## src/rtl/msq_pkg.sv

```systemverilog
// Purpose: Shared types and constants for the mass change sequencer
// Assumes: Position feedback arrives as an unsigned digital word
// Notes: Position scale is in feedback counts

package msq_pkg;

    // ----------------------------------------
    // Widths
    // ----------------------------------------
    localparam int POS_W = 10;
    localparam int CNT_W = 3;

    // ----------------------------------------
    // Counter states, caged is zero
    // ----------------------------------------
    localparam logic [CNT_W-1:0] STATE_CAGED = 3'h0;
    localparam logic [CNT_W-1:0] STATE_LAST = 3'h4;
    localparam logic [CNT_W-1:0] STATE_ONE_STEP = 3'h1;
    localparam logic [CNT_W-1:0] STATE_ALL_ON = 3'h1;

    // ----------------------------------------
    // Setpoint scale, binary weights start at bit 7
    // ----------------------------------------
    localparam int STATE_LSB = 7;
    localparam logic [POS_W-1:0] SETPOINT_OFFSET = 10'h040;
    localparam logic [POS_W-1:0] BACKOFF_STEP = 10'h010;
    localparam logic [POS_W-1:0] HALF_SLOT = 10'h020;
    localparam logic [POS_W-1:0] NULL_DEADBAND = 10'h002;

    // ----------------------------------------
    // Carriers
    // ----------------------------------------
    typedef struct packed {
        logic powerOn;
        logic powerOff;
        logic preset;
        logic increment;
    } msq_cmd_t;

    typedef struct packed {
        logic forward;
        logic reverse;
    } msq_drive_t;

    typedef enum logic {
        PWR_OFF,
        PWR_ON
    } msq_pwr_t;

endpackage

```

## src/rtl/msq_null_seek.sv

```systemverilog
// Purpose: Compares setpoint with motor position and drives toward null
// Assumes: Inputs are already in the clock domain
// Notes: Drive outputs are registered and cleared when disabled

`timescale 1ns/1ps

module msq_null_seek (
    input wire logic clock, // 200 MHz clock
    input wire logic rstn, // Synchronised reset, active low
    input wire logic enable, // Motor supply present
    input wire logic [msq_pkg::POS_W-1:0] setpoint, // Target position
    input wire logic [msq_pkg::POS_W-1:0] feedback, // Motor position
    output msq_pkg::msq_drive_t drive, // Motor direction
    output logic atNull // Inside deadband
);
    import msq_pkg::*;

    logic [POS_W:0] fbWide;
    logic [POS_W:0] spWide;
    logic fbHigh;
    logic spHigh;
    msq_drive_t drive_q;
    msq_drive_t drive_d;

    // ----------------------------------------
    // Decision with deadband
    // ----------------------------------------
    // Extra bit keeps the margin sums from wrapping
    assign fbWide = {1'b0, feedback};
    assign spWide = {1'b0, setpoint};
    assign fbHigh = fbWide > (spWide + {1'b0, NULL_DEADBAND});
    assign spHigh = spWide > (fbWide + {1'b0, NULL_DEADBAND});

    // Inside the band the motor rests until setpoint moves
    always_comb begin
        drive_d = '0;
        if (enable) begin
            drive_d.forward = fbHigh;
            drive_d.reverse = spHigh;
        end
    end

    // Registered drive
    always_ff @(posedge clock or negedge rstn) begin
        if (!rstn) begin
            drive_q <= '0;
        end else begin
            drive_q <= drive_d;
        end
    end

    assign drive = drive_q;
    assign atNull = !fbHigh && !spHigh;

    // ----------------------------------------
    // Checks
    // ----------------------------------------
    AST_FORWARD_WHEN_HIGH: assert property (@(posedge clock) disable iff (!rstn)
        enable && fbHigh |=> drive.forward && !drive.reverse)
        else $error("forward drive missing");
    AST_REVERSE_WHEN_LOW: assert property (@(posedge clock) disable iff (!rstn)
        enable && spHigh |=> drive.reverse && !drive.forward)
        else $error("reverse drive missing");
    AST_REST_IN_BAND: assert property (@(posedge clock) disable iff (!rstn)
        (feedback <= setpoint + NULL_DEADBAND) && (setpoint <= feedback + NULL_DEADBAND)
        && setpoint < 10'h3F0 && feedback < 10'h3F0 |=> drive == '0)
        else $error("drive inside deadband");
    AST_NO_DRIVE_DISABLED: assert property (@(posedge clock) disable iff (!rstn)
        !enable |=> drive == '0)
        else $error("drive without supply");
    AST_REST_AT_NULL: assert property (@(posedge clock) disable iff (!rstn)
        atNull |=> drive == '0)
        else $error("drive at null");

endmodule // msq_null_seek

```

## src/rtl/msq_sequencer.sv

```systemverilog
// Purpose: Mass change sequencer, counter, setpoint and motor drive
// Assumes: Command pins are asynchronous pulses, active high
// Notes: Command edges step the logic; the system clock only samples

`timescale 1ns/1ps

module msq_sequencer (
    input wire logic clock, // 200 MHz clock
    input wire logic resetn, // Async reset, active low
    input wire logic unitPowerOnCommand, // Power on pulse
    input wire logic unitPowerOffCommand, // Power off pulse
    input wire logic sequencerPresetCommand, // Preset pulse
    input wire logic incrementCommand, // Step pulse
    input wire logic heaterControlOn, // Heater control level
    input wire logic [msq_pkg::POS_W-1:0] positionFeedback, // Pot position
    output logic unitPoweredStatus, // Powered status
    output logic motorSupplyEnable, // Motor supply switch
    output msq_pkg::msq_drive_t motorDrive, // Motor direction
    output logic [msq_pkg::CNT_W-1:0] massState, // Basic state
    output logic reversalActive, // In reversal substate
    output logic reversalDecode, // Decode flip-flop
    output logic [msq_pkg::POS_W-1:0] positionSetpoint // Target
);
    import msq_pkg::*;

    // ----------------------------------------
    // Declarations
    // ----------------------------------------
    logic [1:0] rstSync_q;
    logic rstn;
    msq_cmd_t cmdRaw;
    msq_cmd_t cmdMeta_q;
    msq_cmd_t cmdSync_q;
    msq_cmd_t cmdPrev_q;
    msq_cmd_t cmdEdge;
    logic heaterMeta_q;
    logic heaterSync_q;
    logic [POS_W-1:0] fbMeta_q;
    logic [POS_W-1:0] fbSync_q;
    msq_pwr_t pwrState_q;
    logic powered;
    logic stepEvent;
    logic div2_q;
    logic [CNT_W-1:0] massCount_q;
    logic decode_q;
    logic backoff_q;
    logic travelDown_q;
    logic supply_q;
    logic [POS_W-1:0] setpoint_q;
    logic [POS_W-1:0] setpoint_d;
    logic [POS_W-1:0] baseSetpoint;

    // ----------------------------------------
    // Functions
    // ----------------------------------------
    // Five-state count, wrapping last back to caged
    function automatic logic [CNT_W-1:0] nextCount(
        input logic [CNT_W-1:0] cur
    );
        logic [CNT_W-1:0] nxt;
        nxt = cur + STATE_ONE_STEP;
        if (cur >= STATE_LAST) begin
            nxt = STATE_CAGED;
        end
        return nxt;
    endfunction

    // JK flip-flop next value
    function automatic logic jkNext(
        input logic j,
        input logic k,
        input logic q
    );
        return (j && !q) || (!k && q);
    endfunction

    // ----------------------------------------
    // Reset release
    // ----------------------------------------
    // Async assert, synchronous release
    always_ff @(posedge clock or negedge resetn) begin
        if (!resetn) begin
            rstSync_q <= 2'h0;
        end else begin
            rstSync_q <= {rstSync_q[0], 1'b1};
        end
    end

    assign rstn = rstSync_q[1];

    // ----------------------------------------
    // Pin synchronisers
    // ----------------------------------------
    assign cmdRaw.powerOn = unitPowerOnCommand;
    assign cmdRaw.powerOff = unitPowerOffCommand;
    assign cmdRaw.preset = sequencerPresetCommand;
    assign cmdRaw.increment = incrementCommand;

    // Two flops per command, third for edge detection
    always_ff @(posedge clock or negedge rstn) begin
        if (!rstn) begin
            cmdMeta_q <= '0;
            cmdSync_q <= '0;
            cmdPrev_q <= '0;
        end else begin
            cmdMeta_q <= cmdRaw;
            cmdSync_q <= cmdMeta_q;
            cmdPrev_q <= cmdSync_q;
        end
    end

    assign cmdEdge = msq_cmd_t'(cmdSync_q & ~cmdPrev_q);

    // Heater level and feedback word
    // Feedback moves slowly, so a torn word costs one cycle only
    always_ff @(posedge clock or negedge rstn) begin
        if (!rstn) begin
            heaterMeta_q <= 1'b0;
            heaterSync_q <= 1'b0;
            fbMeta_q <= '0;
            fbSync_q <= '0;
        end else begin
            heaterMeta_q <= heaterControlOn;
            heaterSync_q <= heaterMeta_q;
            fbMeta_q <= positionFeedback;
            fbSync_q <= fbMeta_q;
        end
    end

    // ----------------------------------------
    // Power control
    // ----------------------------------------
    // Off wins if both pulses land together
    always_ff @(posedge clock or negedge rstn) begin
        if (!rstn) begin
            pwrState_q <= PWR_OFF;
        end else begin
            case (pwrState_q)
                PWR_OFF: begin
                    if (cmdEdge.powerOn && !cmdEdge.powerOff) begin
                        pwrState_q <= PWR_ON;
                    end
                end
                PWR_ON: begin
                    if (cmdEdge.powerOff) begin
                        pwrState_q <= PWR_OFF;
                    end
                end
                default: begin
                    pwrState_q <= PWR_OFF;
                end
            endcase
        end
    end

    assign powered = (pwrState_q == PWR_ON);

    // Supply only with heater off
    always_ff @(posedge clock or negedge rstn) begin
        if (!rstn) begin
            supply_q <= 1'b0;
        end else begin
            supply_q <= powered && !heaterSync_q;
        end
    end

    // ----------------------------------------
    // Step logic
    // ----------------------------------------
    // Increments only count while powered; preset takes priority
    assign stepEvent = cmdEdge.increment && powered && !cmdEdge.preset;

    // Divide-by-two and five-state counter
    always_ff @(posedge clock or negedge rstn) begin
        if (!rstn) begin
            div2_q <= 1'b0;
            massCount_q <= STATE_CAGED;
        end else if (cmdEdge.preset) begin
            div2_q <= 1'b0;
            massCount_q <= STATE_CAGED;
        end else if (stepEvent) begin
            div2_q <= !div2_q;
            if (div2_q) begin
                massCount_q <= nextCount(massCount_q);
            end
        end
    end

    // Decode flip-flop, clocked with the divider
    always_ff @(posedge clock or negedge rstn) begin
        if (!rstn) begin
            decode_q <= 1'b0;
        end else if (cmdEdge.preset) begin
            decode_q <= 1'b0;
        end else if (stepEvent) begin
            decode_q <= jkNext(div2_q, !massCount_q[0], decode_q);
        end
    end

    // Back-off extra only for the step out of caged
    always_ff @(posedge clock or negedge rstn) begin
        if (!rstn) begin
            backoff_q <= 1'b0;
        end else if (cmdEdge.preset) begin
            backoff_q <= 1'b0;
        end else if (stepEvent && div2_q) begin
            backoff_q <= (massCount_q == STATE_CAGED);
        end
    end

    // Travel sense: down after reset, preset or wrap, up otherwise
    always_ff @(posedge clock or negedge rstn) begin
        if (!rstn) begin
            travelDown_q <= 1'b1;
        end else if (cmdEdge.preset) begin
            travelDown_q <= 1'b1;
        end else if (stepEvent && div2_q) begin
            travelDown_q <= (massCount_q >= STATE_LAST);
        end
    end

    // ----------------------------------------
    // Setpoint
    // ----------------------------------------
    // Offset plus binary-weighted counter plus back-off extra
    always_comb begin
        baseSetpoint = SETPOINT_OFFSET;
        baseSetpoint = baseSetpoint + (POS_W'(massCount_q) << STATE_LSB);
        if (backoff_q) begin
            baseSetpoint = baseSetpoint + BACKOFF_STEP;
        end
    end

    // Substate backs away against the direction of travel
    always_comb begin
        setpoint_d = baseSetpoint;
        if (div2_q) begin
            if (travelDown_q) begin
                setpoint_d = baseSetpoint + HALF_SLOT;
            end else begin
                setpoint_d = baseSetpoint - HALF_SLOT;
            end
        end
    end

    // Registered so the comparator sees a clean word
    always_ff @(posedge clock or negedge rstn) begin
        if (!rstn) begin
            setpoint_q <= SETPOINT_OFFSET;
        end else begin
            setpoint_q <= setpoint_d;
        end
    end

    // ----------------------------------------
    // Motor drive
    // ----------------------------------------
    msq_null_seek u_nullSeek (
        .clock(clock),
        .rstn(rstn),
        .enable(supply_q),
        .setpoint(setpoint_q),
        .feedback(fbSync_q),
        .drive(motorDrive),
        .atNull()
    );

    // ----------------------------------------
    // Outputs
    // ----------------------------------------
    assign unitPoweredStatus = powered;
    assign motorSupplyEnable = supply_q;
    assign massState = massCount_q;
    assign reversalActive = div2_q;
    assign reversalDecode = decode_q;
    assign positionSetpoint = setpoint_q;

    // ----------------------------------------
    // Checks
    // ----------------------------------------
    AST_COUNT_RANGE: assert property (@(posedge clock) disable iff (!rstn)
        massCount_q <= STATE_LAST)
        else $error("counter left five states");
    AST_PRESET_CAGES: assert property (@(posedge clock) disable iff (!rstn)
        cmdEdge.preset |=> massCount_q == STATE_CAGED && !div2_q && !decode_q)
        else $error("preset did not cage");
    AST_IDLE_UNPOWERED: assert property (@(posedge clock) disable iff (!rstn)
        cmdEdge.increment && !powered && !cmdEdge.preset |=> $stable(div2_q) && $stable(massCount_q))
        else $error("stepped while unpowered");
    AST_DIV2_TOGGLES: assert property (@(posedge clock) disable iff (!rstn)
        stepEvent |=> div2_q != $past(div2_q))
        else $error("divider did not toggle");
    AST_SUBSTATE_FIRST: assert property (@(posedge clock) disable iff (!rstn)
        stepEvent && !div2_q |=> $stable(massCount_q) && div2_q)
        else $error("basic state skipped substate");
    AST_WRAP_TO_CAGED: assert property (@(posedge clock) disable iff (!rstn)
        stepEvent && div2_q && massCount_q == STATE_LAST |=> massCount_q == STATE_CAGED && travelDown_q)
        else $error("wrap failed");
    AST_DECODE_SET: assert property (@(posedge clock) disable iff (!rstn)
        stepEvent && div2_q && massCount_q[0] |=> decode_q)
        else $error("decode not set");
    AST_BACKOFF_EXTRA: assert property (@(posedge clock) disable iff (!rstn)
        stepEvent && div2_q && massCount_q == STATE_CAGED |=> ##1 massCount_q == STATE_ALL_ON
        && setpoint_q == SETPOINT_OFFSET + (10'h001 << STATE_LSB) + BACKOFF_STEP)
        else $error("back-off extra missing");
    AST_CAGED_OFFSET: assert property (@(posedge clock) disable iff (!rstn)
        cmdEdge.preset |=> ##1 setpoint_q == SETPOINT_OFFSET)
        else $error("caged setpoint wrong");
    AST_SUPPLY_HEATER: assert property (@(posedge clock) disable iff (!rstn)
        heaterSync_q || !powered |=> !motorSupplyEnable)
        else $error("supply with heater on");
    AST_STATUS_OFF: assert property (@(posedge clock) disable iff (!rstn)
        cmdEdge.powerOff |=> !unitPoweredStatus)
        else $error("status stayed high");

endmodule // msq_sequencer

```

## config.mk

```make
export PLATFORM = sky130hd
export DESIGN_NAME = msq_sequencer
export DESIGN_NICKNAME = d
export VERILOG_FILES = /design/src/rtl/msq_pkg.sv /design/src/rtl/msq_null_seek.sv /design/src/rtl/msq_sequencer.sv
export SDC_FILE = /design/constraint.sdc
export NUM_CORES = 1
export LEC_CHECK = 0
export CORE_ASPECT_RATIO = 1.25
export CORE_MARGIN = 5
export CORE_UTILIZATION = 41
export DETAILED_ROUTE_END_ITERATION = 16
export DONT_BUFFER_PORTS = 1
export GPL_ROUTABILITY_DRIVEN = 0
export PLACE_DENSITY_LB_ADDON = 0.05
export SLEW_MARGIN = 10
export SYNTH_ARGS = -nofsm -noshare
export SYNTH_HDL_FRONTEND = slang
export SYNTH_HIERARCHICAL = 1
export SYNTH_SLANG_ARGS = --single-unit
export TNS_END_PERCENT = 10
```

## constraint.sdc

```tcl
create_clock -name clock -period 1.8 [get_ports clock]
set_input_delay 0.27 -clock clock [delete_from_list [all_inputs] [get_ports clock]]
set_output_delay 0.27 -clock clock [all_outputs]
set_load 0.005 [all_outputs]
```

==> results by group <==
Critical path
  – Nature of the critical path endpoint: flip-flop
  – Max stage delay on crit path: 510 ps
  – Worst reg2reg startpoint: fbSync_q[1]$_DFF_PN0_
  – WP data arrival: 2500 ps
  – Critical Path End: u_nullSeek/drive[0]$_DFF_PN0_
  – Reg-to-Reg End: u_nullSeek/drive[0]$_DFF_PN0_
  – Critical path data required time: 2030 ps
  – Critical setup path kind: reg2reg
  – Slowest CP cell: or4_4
  – Reg2Reg Setup Slack: -470 ps
  – Worst path cell trace: ha_2, and3_4, and2_4, nand2_2, xor2_1, ha_1, o21ai_1, nand2b_1, a21oi_1, or4_4, nor2_2
  – Worst-path maximum fanout: 3
  – Crit path from: fbSync_q[1]$_DFF_PN0_
  – Reg2reg path depth: 11
  – Startpoint Class: flip-flop

Power and ir drop
  – Tot Pwr: 2340 uW
  – Total power per unit cell area: 785 nW/um2
  – Net Sw Frac: 0.256
  – Comb power frac: 0.165
  – Maximum vdd drop: 0.710 mV
  – Pint: 1740 uW
  – Sequential share of power: 0.570
  – Leak pwr: 0.00142 uW
  – Clock Power Share: 0.265
  – Net Sw Power: 598 uW

Floorplanning
  – Die Span Y: 95.7 um
  – Row count: 31
  – Num ports: 36
  – Initial Utilization: 0.420
  – Core Box Area: 5740 um2
  – Full die area: 7520 um2
  – Horiz. Die Dim: 78.6 um

Logic synthesis
  – Synth Warn #: 6
  – Gate Count Post-Synth: 203
  – Cell Area, Synth: 2410 um2
  – Average size of a mapped cell: 11.9 um2

STA
  – Pins Over Slew Limit: 0
  – Setup Viol. Count Final: 2
  – Final min period: 2270 ps
  – Final setup margin: -474 ps
  – RSZ-0062 raised after global routing: yes
  – Final Skew: 8.20 ps
  – Max-slew headroom: 0.645
  – Fin crit share: 1.26
  – Final Hold Vio Count: 0
  – F_max: 440 MHz
  – Least-Margin Pin Slew: 531 ps

Detailed routing
  – Drt drc: 0
  – Drt total wl: 4760 um
  – Vias per cell: 4.85
  – DR WL/cell: 14.4 um
  – Initial DRT Pass Iterations: 4
  – Routed Antenna Nets: 0
  – Routed vias: 1599
  – Initial DRC Count: 42

Cells and area
  – Antenna Cells: 0
  – Area Overhead vs Synth: 23.6%
  – Ratio of cells with drive above 1 in the final layout: 0.174
  – Nets: 305

Placed design
  – Pre-CTS setup slack: -509 ps
  – I/O Buffers: 0
  – Dpl hpwl: 3920 um

Run status
  – Status: finished, violations left
  – Failing checks: setup timing

Global routing
  – Initial antenna violation count: 0
  – Vias in the first global route: 1724
  – First-pass GRT wire length: 7970 um
  – Gr ovfl total: 0
  – GRT Util Overall: 0.138
  – Largest net degree at the start of global routing: 20

Clocking
  – CTS Buf Count: 5
  – Latest clock arrival within the worst-skew pair: 290 ps
  – Max clock buf depth: 2
  – H-tree depth: 2
  – TritonCTS clock tree: built
  – Clock Pin Slew Worst Setup and Hold Paths: 90 ps
  – Clock sinks: 53
  – Clk root buf: clkbuf_8

Flow run
  – Max cap viols: 0

Hold path
  – Hold Crit Class: reg2async
worst min path at each step:
| stage | end | slack (ps) | cells after the start | start |
|---|---|---|---|---|
| global placement | rstSync_q[1]$_DFF_PN0_ | -30 | 0 | resetn |
| finish | unitPoweredStatus$_DFF_PN0_ | 180 | 0 | rstSync_q[1]$_DFF_PN0_ |
| global route | rstSync_q[1]$_DFF_PN0_ | 190 | 1 | resetn |
| detailed placement | rstSync_q[1]$_DFF_PN0_ | -30 | 0 | resetn |
| floorplan | rstSync_q[0]$_DFF_PN0_ | -30 | 0 | resetn |
| CTS | rstSync_q[0]$_DFF_PN0_ | 190 | 1 | resetn |
stage by stage:
stage                     hold WS [ps]  utilization  instances  cell area (um2)  setup TNS, ps
final                              180        0.519        330             2980           -553
after global routing               187        0.519        330             2980           -703
after CTS                          188        0.517        330             2970           -504
after detailed placement         -25.5        0.473        305             2710           -526
after global placement           -25.5        0.473        305             2710           -439
after floorplan                  -25.6            -        221             2490           -365
power by group through the flow:
stage	Clock, uW	Sequential, uW	Combinational, uW
floorplan	0	1350	220
global placement	0	1360	336
detailed placement	0	1360	350
CTS	656	1330	382
global route	709	1340	435
finish	620	1330	386
routing by layer:
layer | up-vias | wire, um | global-route usage
met4 | 0 | 104 | 0.0496
met1 | 766 | 1900 | 0.154
met5 | - | 0 | 0
li1 | 795 | - | -
met2 | 29 | 2570 | 0.259
met3 | 9 | 183 | 0.0262
worst max-delay path, delay by kind of cell (launching register included):
kind	cells	cell delay [ps]
adder cells (fa/ha/maj)	2	500
XOR/XNOR	1	140
AND/OR/NAND/NOR	6	1060
flip-flops	1	380
AO/OA/AOI/OAI	2	130
state kept, by name (all words and copies together) (netlist names):
name / count
backoff_q: 1
cmdPrev_q: 4
heaterSync_q: 1
reversalDecode: 1
u_nullSeek/drive: 2
cmdSync_q: 4
fbSync_q: 10
massState: 3
travelDown_q: 1
heaterMeta_q: 1
cmdMeta_q: 4
fbMeta_q: 10
motorSupplyEnable: 1
positionSetpoint: 6
unitPoweredStatus: 1
reversalActive: 1
rstSync_q: 2
repair_timing:
| item | 4_1_cts | 5_1_grt |
|---|---|---|
| cloned | 0 | 0 |
| hold endpoints to repair | 17 | 0 |
| hold buffers | 16 | 0 |
| setup buffers | 1 | 0 |
| resized for setup | 1 | 3 |
| setup endpoints to repair | 2 | 2 |
| pin swaps | 4 | 0 |
area by class of cell:
cell class | instances | area (um2)
Fill cell | 509 | 2760
Sequential cell | 53 | 1330
Multi-Input combinational cell | 149 | 1080
Timing Repair Buffer | 43 | 363
Tap cell | 66 | 82.6
Clock buffer | 7 | 76.3
Inverter | 11 | 41.3
Clock inverter | 1 | 8.76
cells in the final DEF, fill, tap and decap left out, types with 5 or more instances in the layout:
master and n:
dfrtp_1 50, a21o_1 6, ha_1 24, xor2_1 8
buf_4 27, dlygate4sd3_1 16, nand3_1 8, inv_1 11
nand2_1 11, nor2_1 8, nand3b_1 5, conb_1 20
clkbuf_8 5, a21oi_1 11, xnor2_1 9
Note: power is estimated with default switching activity, not from simulation.
